<file path="src/bfs_cfg.svh">
// Constants for the breaker failure scheme: register map, reset values, timing.
// Assumes inclusion by bfs_pkg, bfs_top and the testbench.
`ifndef BFS_CFG_SVH
`define BFS_CFG_SVH

// Time base
`define BFS_CLK_PERIOD_NS 4
`define BFS_MS_NS         1000000

// Register word indices (byte address is four times the index)
`define BFS_AW            4
`define BFS_IDX_CTRL      4'h0
`define BFS_IDX_STATUS    4'h1
`define BFS_IDX_SET0      4'h2
`define BFS_NSET          11

// Order of settings words after BFS_IDX_SET0
`define BFS_SET_EARLY     0
`define BFS_SET_MAIN      1
`define BFS_SET_SLOW      2
`define BFS_SET_HOLD      3
`define BFS_SET_LOSET_DLY 4
`define BFS_SET_PH_SUPV   5
`define BFS_SET_N_SUPV    6
`define BFS_SET_PH_HI     7
`define BFS_SET_N_HI      8
`define BFS_SET_PH_LO     9
`define BFS_SET_N_LO      10

// Widths and reset values
`define BFS_SW            16
`define BFS_CW            7
`define BFS_CTRL_RST      7'h7C
`define BFS_DLY_RST       16'h0000
`define BFS_LVL_RST       16'h041A

`endif

</file>
<file path="src/bfs_pkg.sv">
// Types shared by the breaker failure scheme modules.
// Assumes bfs_cfg.svh is on the include path.
`include "bfs_cfg.svh"

package bfs_pkg;

  // Bit 0 is func_en, bit 6 is slow_path_en
  typedef struct packed {
    logic slow_path_en;
    logic main_path_en;
    logic early_path_en;
    logic latch_current_check_en;
    logic start_current_check_en;
    logic failure_pole_mode;
    logic func_en;
  } bfs_ctrl_t;

  typedef struct packed {
    logic                  read;
    logic                  write;
    logic [`BFS_AW-1:0]    address;
    logic [31:0]           writedata;
    logic [3:0]            byteenable;
  } bfs_avs_req_t;

  typedef struct packed {
    logic scheme_inhibit_in;
    logic out_of_service_in;
    logic early_aux_contact_in;
    logic three_pole_start_in;
  } bfs_pins_t;

  typedef struct packed {
    logic trip_led;
    logic loset_active;
    logic hiset_active;
    logic slow_op;
    logic main_op;
    logic early_op;
    logic zone_trip;
    logic retrip;
    logic start_latched;
  } bfs_stat_t;

endpackage

</file>
<file path="src/bfs_top.sv">
// Breaker failure scheme with Avalon-MM settings slave.
// Assumes current magnitudes arrive on mclk in 0.001 pu steps; pins are async.
//
// Notes on behaviour
// - Start comes from the protection trip input
// - With latch check on, latch releases once current drops below supervision
// - Start check requires current above supervision
// - Latch check holds only above supervision
// - Re-trip asserts at once on start
// - Enabled path timeout declares failure, zone trip
// - Each path individually enabled
// - Early path: timer, aux closed, fault current
// - Main path: timer and fault current only
// - Early or main timer timeout enables high-set, then low-set
// - Slow path: timer, aux closed, in service
// - Status, re-trip and held zone trip outputs
// - Failure raises event and trip indicator, plus phase A indicator in single-pole mode
// - Pole mode; neutral supervision three-pole only
// - Phase supervision level gates start and latch
// - Inhibit input stops the scheme
// - Path delays in 1 ms steps, 16 bits
// - Zone trip held for the dropout setting
// - High-to-low detector delay is its setting
//
// Our own choices: the Avalon-MM slave port and the register addresses.
`timescale 1ns/10ps
`include "bfs_cfg.svh"

module bfs_top #(
  parameter int TICK_CYCLES = `BFS_MS_NS / `BFS_CLK_PERIOD_NS
) (
  input  wire logic                 mclk,
  input  wire logic                 reset,
  input  wire bfs_pkg::bfs_avs_req_t avs,
  output logic [31:0]               avs_readdata,
  output logic                      avs_waitrequest,
  input  wire bfs_pkg::bfs_pins_t   pins,
  input  wire logic [`BFS_SW-1:0]   phase_mag,
  input  wire logic [`BFS_SW-1:0]   neutral_mag,
  output logic                      retrip_out,
  output logic                      zone_trip_out,
  output logic                      failed_event,
  output logic                      trip_led,
  output logic                      phase_a_led,
  output bfs_pkg::bfs_stat_t        status
);
  import bfs_pkg::*;

  localparam int PW = $clog2(TICK_CYCLES);
  localparam logic [PW-1:0] PRESC_LAST = PW'(TICK_CYCLES - 1);

  // Level comparison shared by every current detector
  function automatic logic above(input logic [`BFS_SW-1:0] mag,
                                 input logic [`BFS_SW-1:0] lvl);
    above = (mag > lvl);
  endfunction

  // ---------------- Register bus ----------------
  bfs_ctrl_t          ctrl_r;
  logic [`BFS_SW-1:0] set_r [`BFS_NSET];
  logic               wait_r;
  logic [31:0]        rdata_r;
  logic [31:0]        rdata_nxt;
  logic [3:0]         set_idx;
  logic               set_hit;
  logic               ctrl_hit;
  logic               stat_hit;
  logic               wr_take;
  logic               req;

  assign req      = avs.read || avs.write;
  // Access completes on the second cycle of any request
  assign wr_take  = avs.write && !wait_r;
  assign ctrl_hit = (avs.address == `BFS_IDX_CTRL);
  assign stat_hit = (avs.address == `BFS_IDX_STATUS);
  assign set_idx  = avs.address - `BFS_IDX_SET0;
  assign set_hit  = (avs.address >= `BFS_IDX_SET0) && (set_idx < 4'(`BFS_NSET));

  always_ff @(posedge mclk) begin
    if (reset) begin
      wait_r  <= 1'b1;
      rdata_r <= '0;
    end else begin
      wait_r  <= !(req && wait_r);
      rdata_r <= rdata_nxt;
    end
  end

  always_ff @(posedge mclk) begin
    if (reset) begin
      ctrl_r <= `BFS_CTRL_RST;
    end else if (wr_take && ctrl_hit && avs.byteenable[0]) begin
      ctrl_r <= avs.writedata[`BFS_CW-1:0];
    end
  end

  genvar gi;
  generate
    for (gi = 0; gi < `BFS_NSET; gi++) begin : g_set
      localparam logic [`BFS_SW-1:0] RST =
        (gi >= `BFS_SET_PH_SUPV) ? `BFS_LVL_RST : `BFS_DLY_RST;
      wire hit = wr_take && set_hit && (set_idx == 4'(gi));
      always_ff @(posedge mclk) begin
        if (reset) begin
          set_r[gi] <= RST;
        end else if (hit) begin
          if (avs.byteenable[0]) set_r[gi][7:0]  <= avs.writedata[7:0];
          if (avs.byteenable[1]) set_r[gi][15:8] <= avs.writedata[15:8];
        end
      end
    end
  endgenerate

  // ---------------- Input conditioning ----------------
  bfs_pins_t pins_s;

  bfs_sync #(.W($bits(bfs_pins_t))) u_sync (
    .mclk  (mclk),
    .reset (reset),
    .d     (pins),
    .q     (pins_s)
  );

  logic [PW-1:0] presc_r;
  logic          tick_r;

  always_ff @(posedge mclk) begin
    if (reset) begin
      presc_r <= '0;
      tick_r  <= 1'b0;
    end else begin
      presc_r <= (presc_r == PRESC_LAST) ? '0 : presc_r + 1'b1;
      tick_r  <= (presc_r == PRESC_LAST);
    end
  end

  // ---------------- Initiation ----------------
  wire three_pole = !ctrl_r.failure_pole_mode;
  wire clear_w    = !ctrl_r.func_en || pins_s.scheme_inhibit_in;

  wire ph_supv_w = above(phase_mag, set_r[`BFS_SET_PH_SUPV]);
  wire n_supv_w  = three_pole && above(neutral_mag, set_r[`BFS_SET_N_SUPV]);
  wire supv_w    = ph_supv_w || n_supv_w;

  logic latch_r;
  wire  start_ok   = pins_s.three_pole_start_in &&
                     (!ctrl_r.start_current_check_en || supv_w);
  wire  hold_ok    = !ctrl_r.latch_current_check_en || supv_w;
  wire  latch_nxt  = !clear_w && (start_ok || (latch_r && hold_ok));
  wire  initiated  = !clear_w && (start_ok || latch_r);

  logic retrip_r;
  always_ff @(posedge mclk) begin
    if (reset) begin
      latch_r  <= 1'b0;
      retrip_r <= 1'b0;
    end else begin
      latch_r  <= latch_nxt;
      retrip_r <= initiated;
    end
  end

  // ---------------- Delayed paths ----------------
  logic [2:0] path_en;
  logic [2:0] path_exp;
  assign path_en = {ctrl_r.slow_path_en, ctrl_r.main_path_en, ctrl_r.early_path_en};

  generate
    for (gi = 0; gi < 3; gi++) begin : g_path
      bfs_ms_timer #(.DW(`BFS_SW)) u_tmr (
        .mclk    (mclk),
        .reset   (reset),
        .run     (initiated && path_en[gi]),
        .ms_tick (tick_r),
        .delay   (set_r[`BFS_SET_EARLY + gi]),
        .expired (path_exp[gi])
      );
    end
  endgenerate

  // Expiry counts only while its path is still enabled
  logic [2:0] path_on;
  assign path_on = path_exp & path_en;

  // High-set first, low-set after its own delay from early or main timeout
  logic lo_exp;
  wire  hi_run = path_on[0] || path_on[1];
  bfs_ms_timer #(.DW(`BFS_SW)) u_loset (
    .mclk    (mclk),
    .reset   (reset),
    .run     (hi_run),
    .ms_tick (tick_r),
    .delay   (set_r[`BFS_SET_LOSET_DLY]),
    .expired (lo_exp)
  );

  wire hi_en  = hi_run && !lo_exp;
  wire hi_det = above(phase_mag, set_r[`BFS_SET_PH_HI]) ||
                (three_pole && above(neutral_mag, set_r[`BFS_SET_N_HI]));
  wire lo_det = above(phase_mag, set_r[`BFS_SET_PH_LO]) ||
                (three_pole && above(neutral_mag, set_r[`BFS_SET_N_LO]));
  wire fault_cur = (hi_en && hi_det) || (lo_exp && lo_det);

  // Early aux is the pole A contact in single-pole mode
  wire aux_closed = pins_s.early_aux_contact_in;
  wire early_w = path_on[0] && aux_closed && fault_cur;
  wire main_w  = path_on[1] && fault_cur;
  wire slow_w  = path_on[2] && aux_closed && !pins_s.out_of_service_in;
  wire fail_w  = !clear_w && (early_w || main_w || slow_w);

  // ---------------- Outputs ----------------
  logic [2:0] op_r;
  logic       fail_r;
  logic       zone_r;
  logic       event_r;
  logic       led_r;
  logic       pha_led_r;
  logic       hi_r;
  logic       lo_r;
  logic       drop_exp;

  // Dropout runs only after the failure condition goes away
  bfs_ms_timer #(.DW(`BFS_SW)) u_hold (
    .mclk    (mclk),
    .reset   (reset),
    .run     (zone_r && !fail_w),
    .ms_tick (tick_r),
    .delay   (set_r[`BFS_SET_HOLD]),
    .expired (drop_exp)
  );

  wire zone_nxt = !clear_w && (fail_w || (zone_r && !drop_exp));

  always_ff @(posedge mclk) begin
    if (reset) begin
      op_r      <= '0;
      fail_r    <= 1'b0;
      zone_r    <= 1'b0;
      event_r   <= 1'b0;
      led_r     <= 1'b0;
      pha_led_r <= 1'b0;
      hi_r      <= 1'b0;
      lo_r      <= 1'b0;
    end else begin
      op_r      <= clear_w ? 3'h0 : {slow_w, main_w, early_w};
      fail_r    <= fail_w;
      zone_r    <= zone_nxt;
      event_r   <= fail_w && !fail_r;
      // Indicators stay lit until the function is switched off
      led_r     <= ctrl_r.func_en && (led_r || fail_w);
      pha_led_r <= ctrl_r.func_en && (pha_led_r || (fail_w && ctrl_r.failure_pole_mode));
      hi_r      <= !clear_w && hi_en;
      lo_r      <= !clear_w && lo_exp;
    end
  end

  bfs_stat_t stat_w;
  assign stat_w = '{trip_led: led_r, loset_active: lo_r, hiset_active: hi_r,
                    slow_op: op_r[2], main_op: op_r[1], early_op: op_r[0],
                    zone_trip: zone_r, retrip: retrip_r, start_latched: latch_r};

  always_comb begin
    rdata_nxt = '0;
    if (avs.read && wait_r) begin
      if (ctrl_hit) rdata_nxt[`BFS_CW-1:0] = ctrl_r;
      else if (stat_hit) rdata_nxt[$bits(bfs_stat_t)-1:0] = stat_w;
      else if (set_hit) rdata_nxt[`BFS_SW-1:0] = set_r[set_idx];
    end
  end

  always_ff @(posedge mclk) begin
    if (reset) begin
      status <= '0;
    end else begin
      status <= stat_w;
    end
  end

  assign avs_readdata    = rdata_r;
  assign avs_waitrequest = wait_r;
  assign retrip_out      = retrip_r;
  assign zone_trip_out   = zone_r;
  assign failed_event    = event_r;
  assign trip_led        = led_r;
  assign phase_a_led     = pha_led_r;
endmodule

</file>
<file path="src/bfs_sync.sv">
// Two-stage synchroniser for a group of pin levels.
// Assumes inputs are asynchronous levels, not pulses.
`timescale 1ns/10ps

module bfs_sync #(
  parameter int W = 4
) (
  input  wire logic         mclk,
  input  wire logic         reset,
  input  wire logic [W-1:0] d,
  output logic      [W-1:0] q
);
  logic [W-1:0] meta_r;

  always_ff @(posedge mclk) begin
    if (reset) begin
      meta_r <= '0;
      q      <= '0;
    end else begin
      meta_r <= d;
      q      <= meta_r;
    end
  end
endmodule

</file>
<file path="src/bfs_ms_timer.sv">
// Millisecond pickup timer: expires once run has held for delay ticks.
// Assumes ms_tick is a one-cycle pulse once per millisecond.
`timescale 1ns/10ps

module bfs_ms_timer #(
  parameter int DW = 16
) (
  input  wire logic          mclk,
  input  wire logic          reset,
  input  wire logic          run,
  input  wire logic          ms_tick,
  input  wire logic [DW-1:0] delay,
  output logic               expired
);
  logic [DW-1:0] cnt_r;
  logic [DW-1:0] cnt_nxt;
  wire           done = (cnt_r >= delay);

  // Count saturates at the delay so it never wraps
  assign cnt_nxt = !run ? '0 : (ms_tick && !done) ? cnt_r + 1'b1 : cnt_r;

  always_ff @(posedge mclk) begin
    if (reset) begin
      cnt_r   <= '0;
      expired <= 1'b0;
    end else begin
      cnt_r   <= cnt_nxt;
      expired <= run && done;
    end
  end
endmodule

</file>
<file path="config.mk">
export PLATFORM = sky130hd
export DESIGN_NAME = bfs_top
export DESIGN_NICKNAME = d
export VERILOG_FILES = /design/src/bfs_pkg.sv /design/src/bfs_top.sv /design/src/bfs_sync.sv /design/src/bfs_ms_timer.sv
export VERILOG_INCLUDE_DIRS = /design/src
export SDC_FILE = /design/constraint.sdc
export NUM_CORES = 1
export LEC_CHECK = 0
export BUFFER_PORTS_ARGS = -buffer_cell sky130_fd_sc_hd__buf_2
export CORE_MARGIN = 3
export CORE_UTILIZATION = 50
export DETAILED_ROUTE_END_ITERATION = 10
export PLACE_DENSITY = 0.68
export SYNTH_ARGS = -nofsm -noshare
export SYNTH_HDL_FRONTEND = slang
export SYNTH_HIERARCHICAL = 1
export SYNTH_SLANG_ARGS = --single-unit
</file>
<file path="constraint.sdc">
create_clock -name mclk -period 10.1 [get_ports mclk]
set_input_delay 2.02 -clock mclk [delete_from_list [all_inputs] [get_ports mclk]]
set_output_delay 2.02 -clock mclk [all_outputs]
set_load 0.01 [all_outputs]
</file>
==> results of run 1 <==
-- where the power goes --
| part | internal, uW | leakage, uW | switching, uW | total, uW |
|---|---|---|---|---|
| combinational | 93.9 | 0.00521 | 175 | 269 |
| sequential | 1450 | 0.00300 | 21.6 | 1470 |
| clock | 739 | 0.000562 | 539 | 1280 |
-- Yosys cell counts, drive strengths merged (2+ instances only) --
| master | n |
|---|---|
| inv | 204 |
| mux4 | 32 |
| o21bai | 14 |
| nand2 | 99 |
| nor4 | 15 |
| and2 | 107 |
| nand3b | 2 |
| or3 | 36 |
| nor3b | 2 |
| o31ai | 27 |
| a22oi | 2 |
| a221o | 5 |
| a41oi | 5 |
| clkbuf | 52 |
| nand2b | 20 |
| o21a | 33 |
| xor2 | 12 |
| or4 | 31 |
| a21o | 24 |
| or2 | 3 |
| buf | 34 |
| o21ai | 84 |
| a211o | 7 |
| nand3 | 55 |
| nor2 | 120 |
| ha | 183 |
| edfxtp | 176 |
| and3 | 53 |
| nand4 | 36 |
| nor2b | 37 |
| or4b | 6 |
| xnor2 | 13 |
| dfxtp | 157 |
| a21oi | 116 |
| a211oi | 39 |
| o211ai | 26 |
| o31a | 10 |
| and4 | 12 |
| nor3 | 28 |
| mux2i | 32 |
-- area by class of cell --
cell class / instances / area, um^2 / area share [%]
clock buffer: 53 / 1070 / 4.93
clock inverter: 12 / 70.1 / 0.322
inverter: 204 / 766 / 3.52
multi-input combinational: 1351 / 10200 / 47.0
sequential: 333 / 8430 / 38.8
tap: 518 / 648 / 2.98
timing repair buffer: 103 / 546 / 2.51
-- flip-flops by register name, summed over array words and instances, names as in the netlist, 3 cells and up --
| register | cells |
|---|---|
| set_r | 176 |
| g_path.u_tmr/cnt_r | 48 |
| presc_r | 18 |
| avs_readdata | 16 |
| u_hold/cnt_r | 16 |
| u_loset/cnt_r | 16 |
| status | 9 |
| ctrl_r | 7 |
| u_sync/meta_r | 4 |
| u_sync/q | 4 |
| g_path.u_tmr/expired | 3 |
| op_r | 3 |
-- path summary, 6_finish.rpt --
path / to / startpoint / cells past startpoint
max: set_r[5][2] / avs[37] / 8
max reg2reg: g_path[0].u_tmr/cnt_r[2] / set_r[5][15] / 12
min reg2reg: failed_event / fail_r / 1
min: failed_event / fail_r / 1
-- logic make-up (layout without fill, tap and decap cells) --
kind of cell	after synthesis	after routing	share of synthesized area, %
AND/OR/NAND/NOR	664	664	19.0
AO/OA/AOI/OAI	399	399	14.3
flip-flops	333	333	42.7
buffers and inverters	290	372	5.92
adder cells (fa/ha/maj)	183	183	11.6
multiplexers	64	64	5.27
XOR/XNOR	25	25	1.15
other	1	16	0.0190
-- metal layers --
metal,global-route usage [%],vias up,wire length (um)
li1,-,7223,-
met1,35.4,7460,23900
met2,41.9,550,25300
met3,4.12,90,3890
met4,7.96,0,1640
met5,0,-,0
-- stage by stage --
stage | total power (uW) | hold WS [ns] | instance area (um^2) | utilization, % | std cells
final | 3020 | 0.394 | 21700 | 56.0 | 2574
after detailed placement | 1760 | 0.381 | 20600 | 53.1 | 2509
after global placement | 1760 | 0.380 | 20600 | 53.1 | 2509
after global routing | 3120 | 0.418 | 21700 | 56.0 | 2574
after floorplan | 1660 | 0.370 | 19800 | - | 1974
after CTS | 3030 | 0.395 | 21700 | 56.0 | 2574
==> metrics.md, run 1 <==
| Metric | Value |
|---|---|
| Share of layout cells above drive strength 1 | 12.5% |
| Clock Pin Slew Worst Setup and Hold Paths | 0.06 ns |
| Setup repair bufs after CTS | 0 |
| Final setup vio count | 0 |
| Vias | 15300 |
| Initial antenna violation count | 0 |
| Inserted Diodes | 0 |
| Max stage delay on crit path | 1.15 ns |
| Full die area | 41900 um^2 |
| Area Growth Syn to Fin | 10.1% |
| Post-Place Worst Slack | 3.64 ns |
| CP Class | primary input to flip-flop |
| Detail Route Antenna Nets | 0 |
| Syn Std Cell Area | 19700 um^2 |
| Starting density of the core | 50.9% |
| Commonest non-fill, non-tap cell in the layout | inv_1 |
| Post-synth EDFFs | 176 |
| Clk sinks | 333 |
| Post-route clock period utilization | 59.0% |
| CP max FO | 56 |
| Post-synthesis cell count | 1959 |
| Vias per Instance | 5.95 |
| # Max-Cap Violations | 0 |
| Synth Warn # | 6 |
| Critical path buffer and inverter count | 3 |
| Total Routed Length | 54800 um |
| Max Transition Viols Final | 0 |
| CTS Buf Count | 37 |
| Max IR drop VDD | 0.0000927 V |
| First-pass iteration count of the detailed router | 5 |
| # nets final | 2293 |
| Filler cells | 3335 |
| Area contributors post-synth | edfxtp_1, dfxtp_1, ha_1 |
| Most frequent cells in the layout | inv_1, ha_1, edfxtp_1 |
| IO Port Bufs | 92 |
| PostCTS Resize Cnt | 0 |
| Worst skew pair latency | 0.53 ns |
| Pwr/cell area | 139 nW/um^2 |
| Cell Chain, Critical Path | buf_2 -> buf_4 -> inv_2 -> ha_1 -> a21oi_2 -> nor4b_4 -> nand3_4 -> o21bai_1 |
| First-pass GRT wire length | 83800 um |
| Critical-path top delay cell | ha_1 |
| Detailed Route Iter0 Violations | 1210 |
| Die span in y | 205 um |
| Slew @ Worst Pin | 1.20 ns |
| Final Critical Period | 5.96 ns |
| RSZ-0062 raised after global routing | false |
| Fin. Hold Viols | 0 |
| Crit-path leading delay family | adder cells |
| Top cell type's share of synthesized area | 26.8% |
| Hold buffers post-CTS | 0 |
| Clk buf depth | 3 |
| Final setup TNS | 0 ns |
| Root Buffer | clkbuf_16 |
| FF+latch count, synth | 333 |
| Total grt overflow | 0 |
| HP Class | flip-flop to flip-flop |
| Detailed placer's ending HPWL | 41400 um |
| # IOs | 127 |
| Row cnt | 72 |
| Vias in the first global route | 14600 |
| Lkg Pwr | 0.00877 uW |
| Worst setup EP type | flip-flop |
| Outcome | completed |
| CTS tree | built |
| Post-Syn Area per Cell | 10.1 um^2 |
| Upper clock frequency limit | 168 MHz |
| WP data arrival | 6.11 ns |
| Core area | 38800 um^2 |
| Routed length per instance | 21.3 um |
| Die X | 205 um |
| Total GRT Usage | 25.8% |
| Biggest area consumer among synthesized cells | edfxtp_1 |
| Sequential area share after synthesis | 42.7% |
| Drc violations | 0 |
| Crit path required time | 10.25 ns |
| Prevailing post-synth register cell | edfxtp_1 |
| Largest net degree at the start of global routing | 57 |
| Clk_skew | 0.0210 ns |
| Gpl congestion | 0.916 |
| Max H-tree Level | 2 |
| Rel. slew slack | 19.8% |
| Distinct cells, synth | 68 |
| Synth async-reset ratio | 0% |
| R2R Setup Slk | 6.25 ns |
| Final setup margin | 4.14 ns |
| Critical path startpoint category | primary input |
(Power assumes the default switching activity.)
==> run 2, diff against run 1 <==
clock period = 5.9 ns   (was 10.1 ns; I/O delays follow)
==> run 2 against run 1 <==
Net effect:
- clock skew rose by 0.0026 ns
- utilization is 0.097 points higher
- wire length is 0.51% lower
- die area unchanged
- highest routed layer unchanged
- count of clock-buffer cells in the layout fell by 1
- critical path type unchanged
- critical path depth increased by 1
- global-route usage increased by 0.13 points
==> metrics.md, run 2 (synthesized netlist as in run 1, its figures left out) <==
| Metric | Value |
|---|---|
| Share of layout cells above drive strength 1 | 12.5% |
| Root Buffer | clkbuf_16 |
| # IOs | 127 |
| Most frequent cells in the layout | inv_1, ha_1, edfxtp_1 |
| Total Routed Length | 54500 um |
| Clk buf depth | 3 |
| Post-Place Worst Slack | 1.10 ns |
| Outcome | completed |
| Routed length per instance | 21.2 um |
| Post-route clock period utilization | 74.9% |
| Lkg Pwr | 0.00880 uW |
| Largest net degree at the start of global routing | 55 |
| Upper clock frequency limit | 226 MHz |
| Filler cells | 3343 |
| Layout Cells excl Fill | 2576 |
| Hold buffers post-CTS | 0 |
| Fin. Hold Viols | 0 |
| Crit path required time | 6.08 ns |
| Final Critical Period | 4.42 ns |
| Final setup vio count | 0 |
| Core area | 38800 um^2 |
| Detailed Route Iter0 Violations | 1262 |
| Drc violations | 0 |
| Clock Pin Slew Worst Setup and Hold Paths | 0.06 ns |
| Max FFs per register | 176 |
| Full die area | 41900 um^2 |
| Regs by FF count | set_r x176, g_path.u_tmr/cnt_r x48, presc_r x18 |
| Total GRT Usage | 25.9% |
| CP Class | primary input to flip-flop |
| # nets final | 2294 |
| Starting density of the core | 50.9% |
| Initial antenna violation count | 0 |
| # Max-Cap Violations | 0 |
| Commonest non-fill, non-tap cell in the layout | inv_1 |
| Critical path startpoint category | primary input |
| CTS Buf Count | 37 |
| Vias | 15200 |
| Worst skew pair latency | 0.54 ns |
| Vias per Instance | 5.90 |
| HP Class | flip-flop to flip-flop |
| CTS tree | built |
| Max IR drop VDD | 0.000170 V |
| Max H-tree Level | 2 |
| Clk_skew | 0.0237 ns |
| Die span in y | 205 um |
| RSZ-0062 raised after global routing | false |
| CP max FO | 21 |
| Area Growth Syn to Fin | 10.3% |
| Vias in the first global route | 14800 |
| IO Port Bufs | 92 |
| Worst setup EP type | flip-flop |
| Row cnt | 72 |
| Setup repair bufs after CTS | 0 |
| Clk sinks | 333 |
| Detailed placer's ending HPWL | 41600 um |
| Placed Cells incl. Taps | 2510 |
| Inserted Diodes | 0 |
| Max Transition Viols Final | 0 |
| Final setup TNS | 0 ns |
| Pwr/cell area | 239 nW/um^2 |
| Die X | 205 um |
| PostCTS Resize Cnt | 0 |
| Detail Route Antenna Nets | 0 |
| Final setup margin | 1.48 ns |
| WP data arrival | 4.60 ns |
| Gpl congestion | 0.894 |
| First-pass iteration count of the detailed router | 5 |
| Total grt overflow | 0 |
| Largest Register | set_r |
| Slew @ Worst Pin | 1.26 ns |
| Rel. slew slack | 15.4% |
| First-pass GRT wire length | 84000 um |
==> run 2: report_power, final <==
| group | leakage (uW) | total, uW | internal (uW) | switching [uW] |
|---|---|---|---|---|
| Clock | 0.000584 | 2230 | 1310 | 920 |
| Combinational | 0.00522 | 460 | 160 | 300 |
| Sequential | 0.00300 | 2520 | 2480 | 37.7 |
| Total | 0.00880 | 5210 | 3960 | 1260 |
==> run 2: path summary, 6_finish.rpt <==
path / depth (start not counted) / endpoint / slack [ns] / from
max reg2reg: 10 / g_path[0].u_tmr/cnt_r[2] / 2.14 / set_r[6][15]
min reg2reg: 1 / failed_event / 0.39 / fail_r
max: 9 / set_r[10][0] / 1.48 / avs[37]
min: 1 / failed_event / 0.39 / fail_r
==> run 2: area by class of cell <==
type | count | area [um^2] | area share (%)
Inverter | 204 | 766 | 3.51
Clock inverter | 14 | 101 | 0.465
Multi-Input combinational cell | 1351 | 10200 | 46.9
Sequential cell | 333 | 8430 | 38.7
Tap cell | 518 | 648 | 2.97
Clock buffer | 52 | 1070 | 4.92
Timing Repair Buffer | 104 | 553 | 2.54
==> run 2: per-stage QoR <==
stage	instance area, um^2	total power [uW]	util (%)	hold WS, ns
finish	21800	5210	56.1	0.393
global route	21800	5380	56.1	0.399
CTS	21800	5240	56.1	0.394
detailed placement	20600	3020	53.1	0.386
global placement	20600	3010	53.1	0.379
floorplan	19800	2850	-	0.370
==> run 2: worst max-delay path, cell delays in order <==
cell and delay (ns):
buf_2 0.20, inv_2 0.23, ha_1 0.36, buf_4 0.33
a21oi_2 0.13, nor2_1 0.48, nand3b_1 0.21, nor3_2 0.98
a21o_1 0.48
==> run 2: per-layer routing <==
layer,routed length [um],vias to the layer above,part of all wire (%),track usage [%]
li1,-,7234,-,-
met3,4160,111,7.6,3.80
met4,1910,0,3.5,8.53
met1,23400,7309,43,35.7
met5,0,-,0,0
met2,25000,554,46,42.1
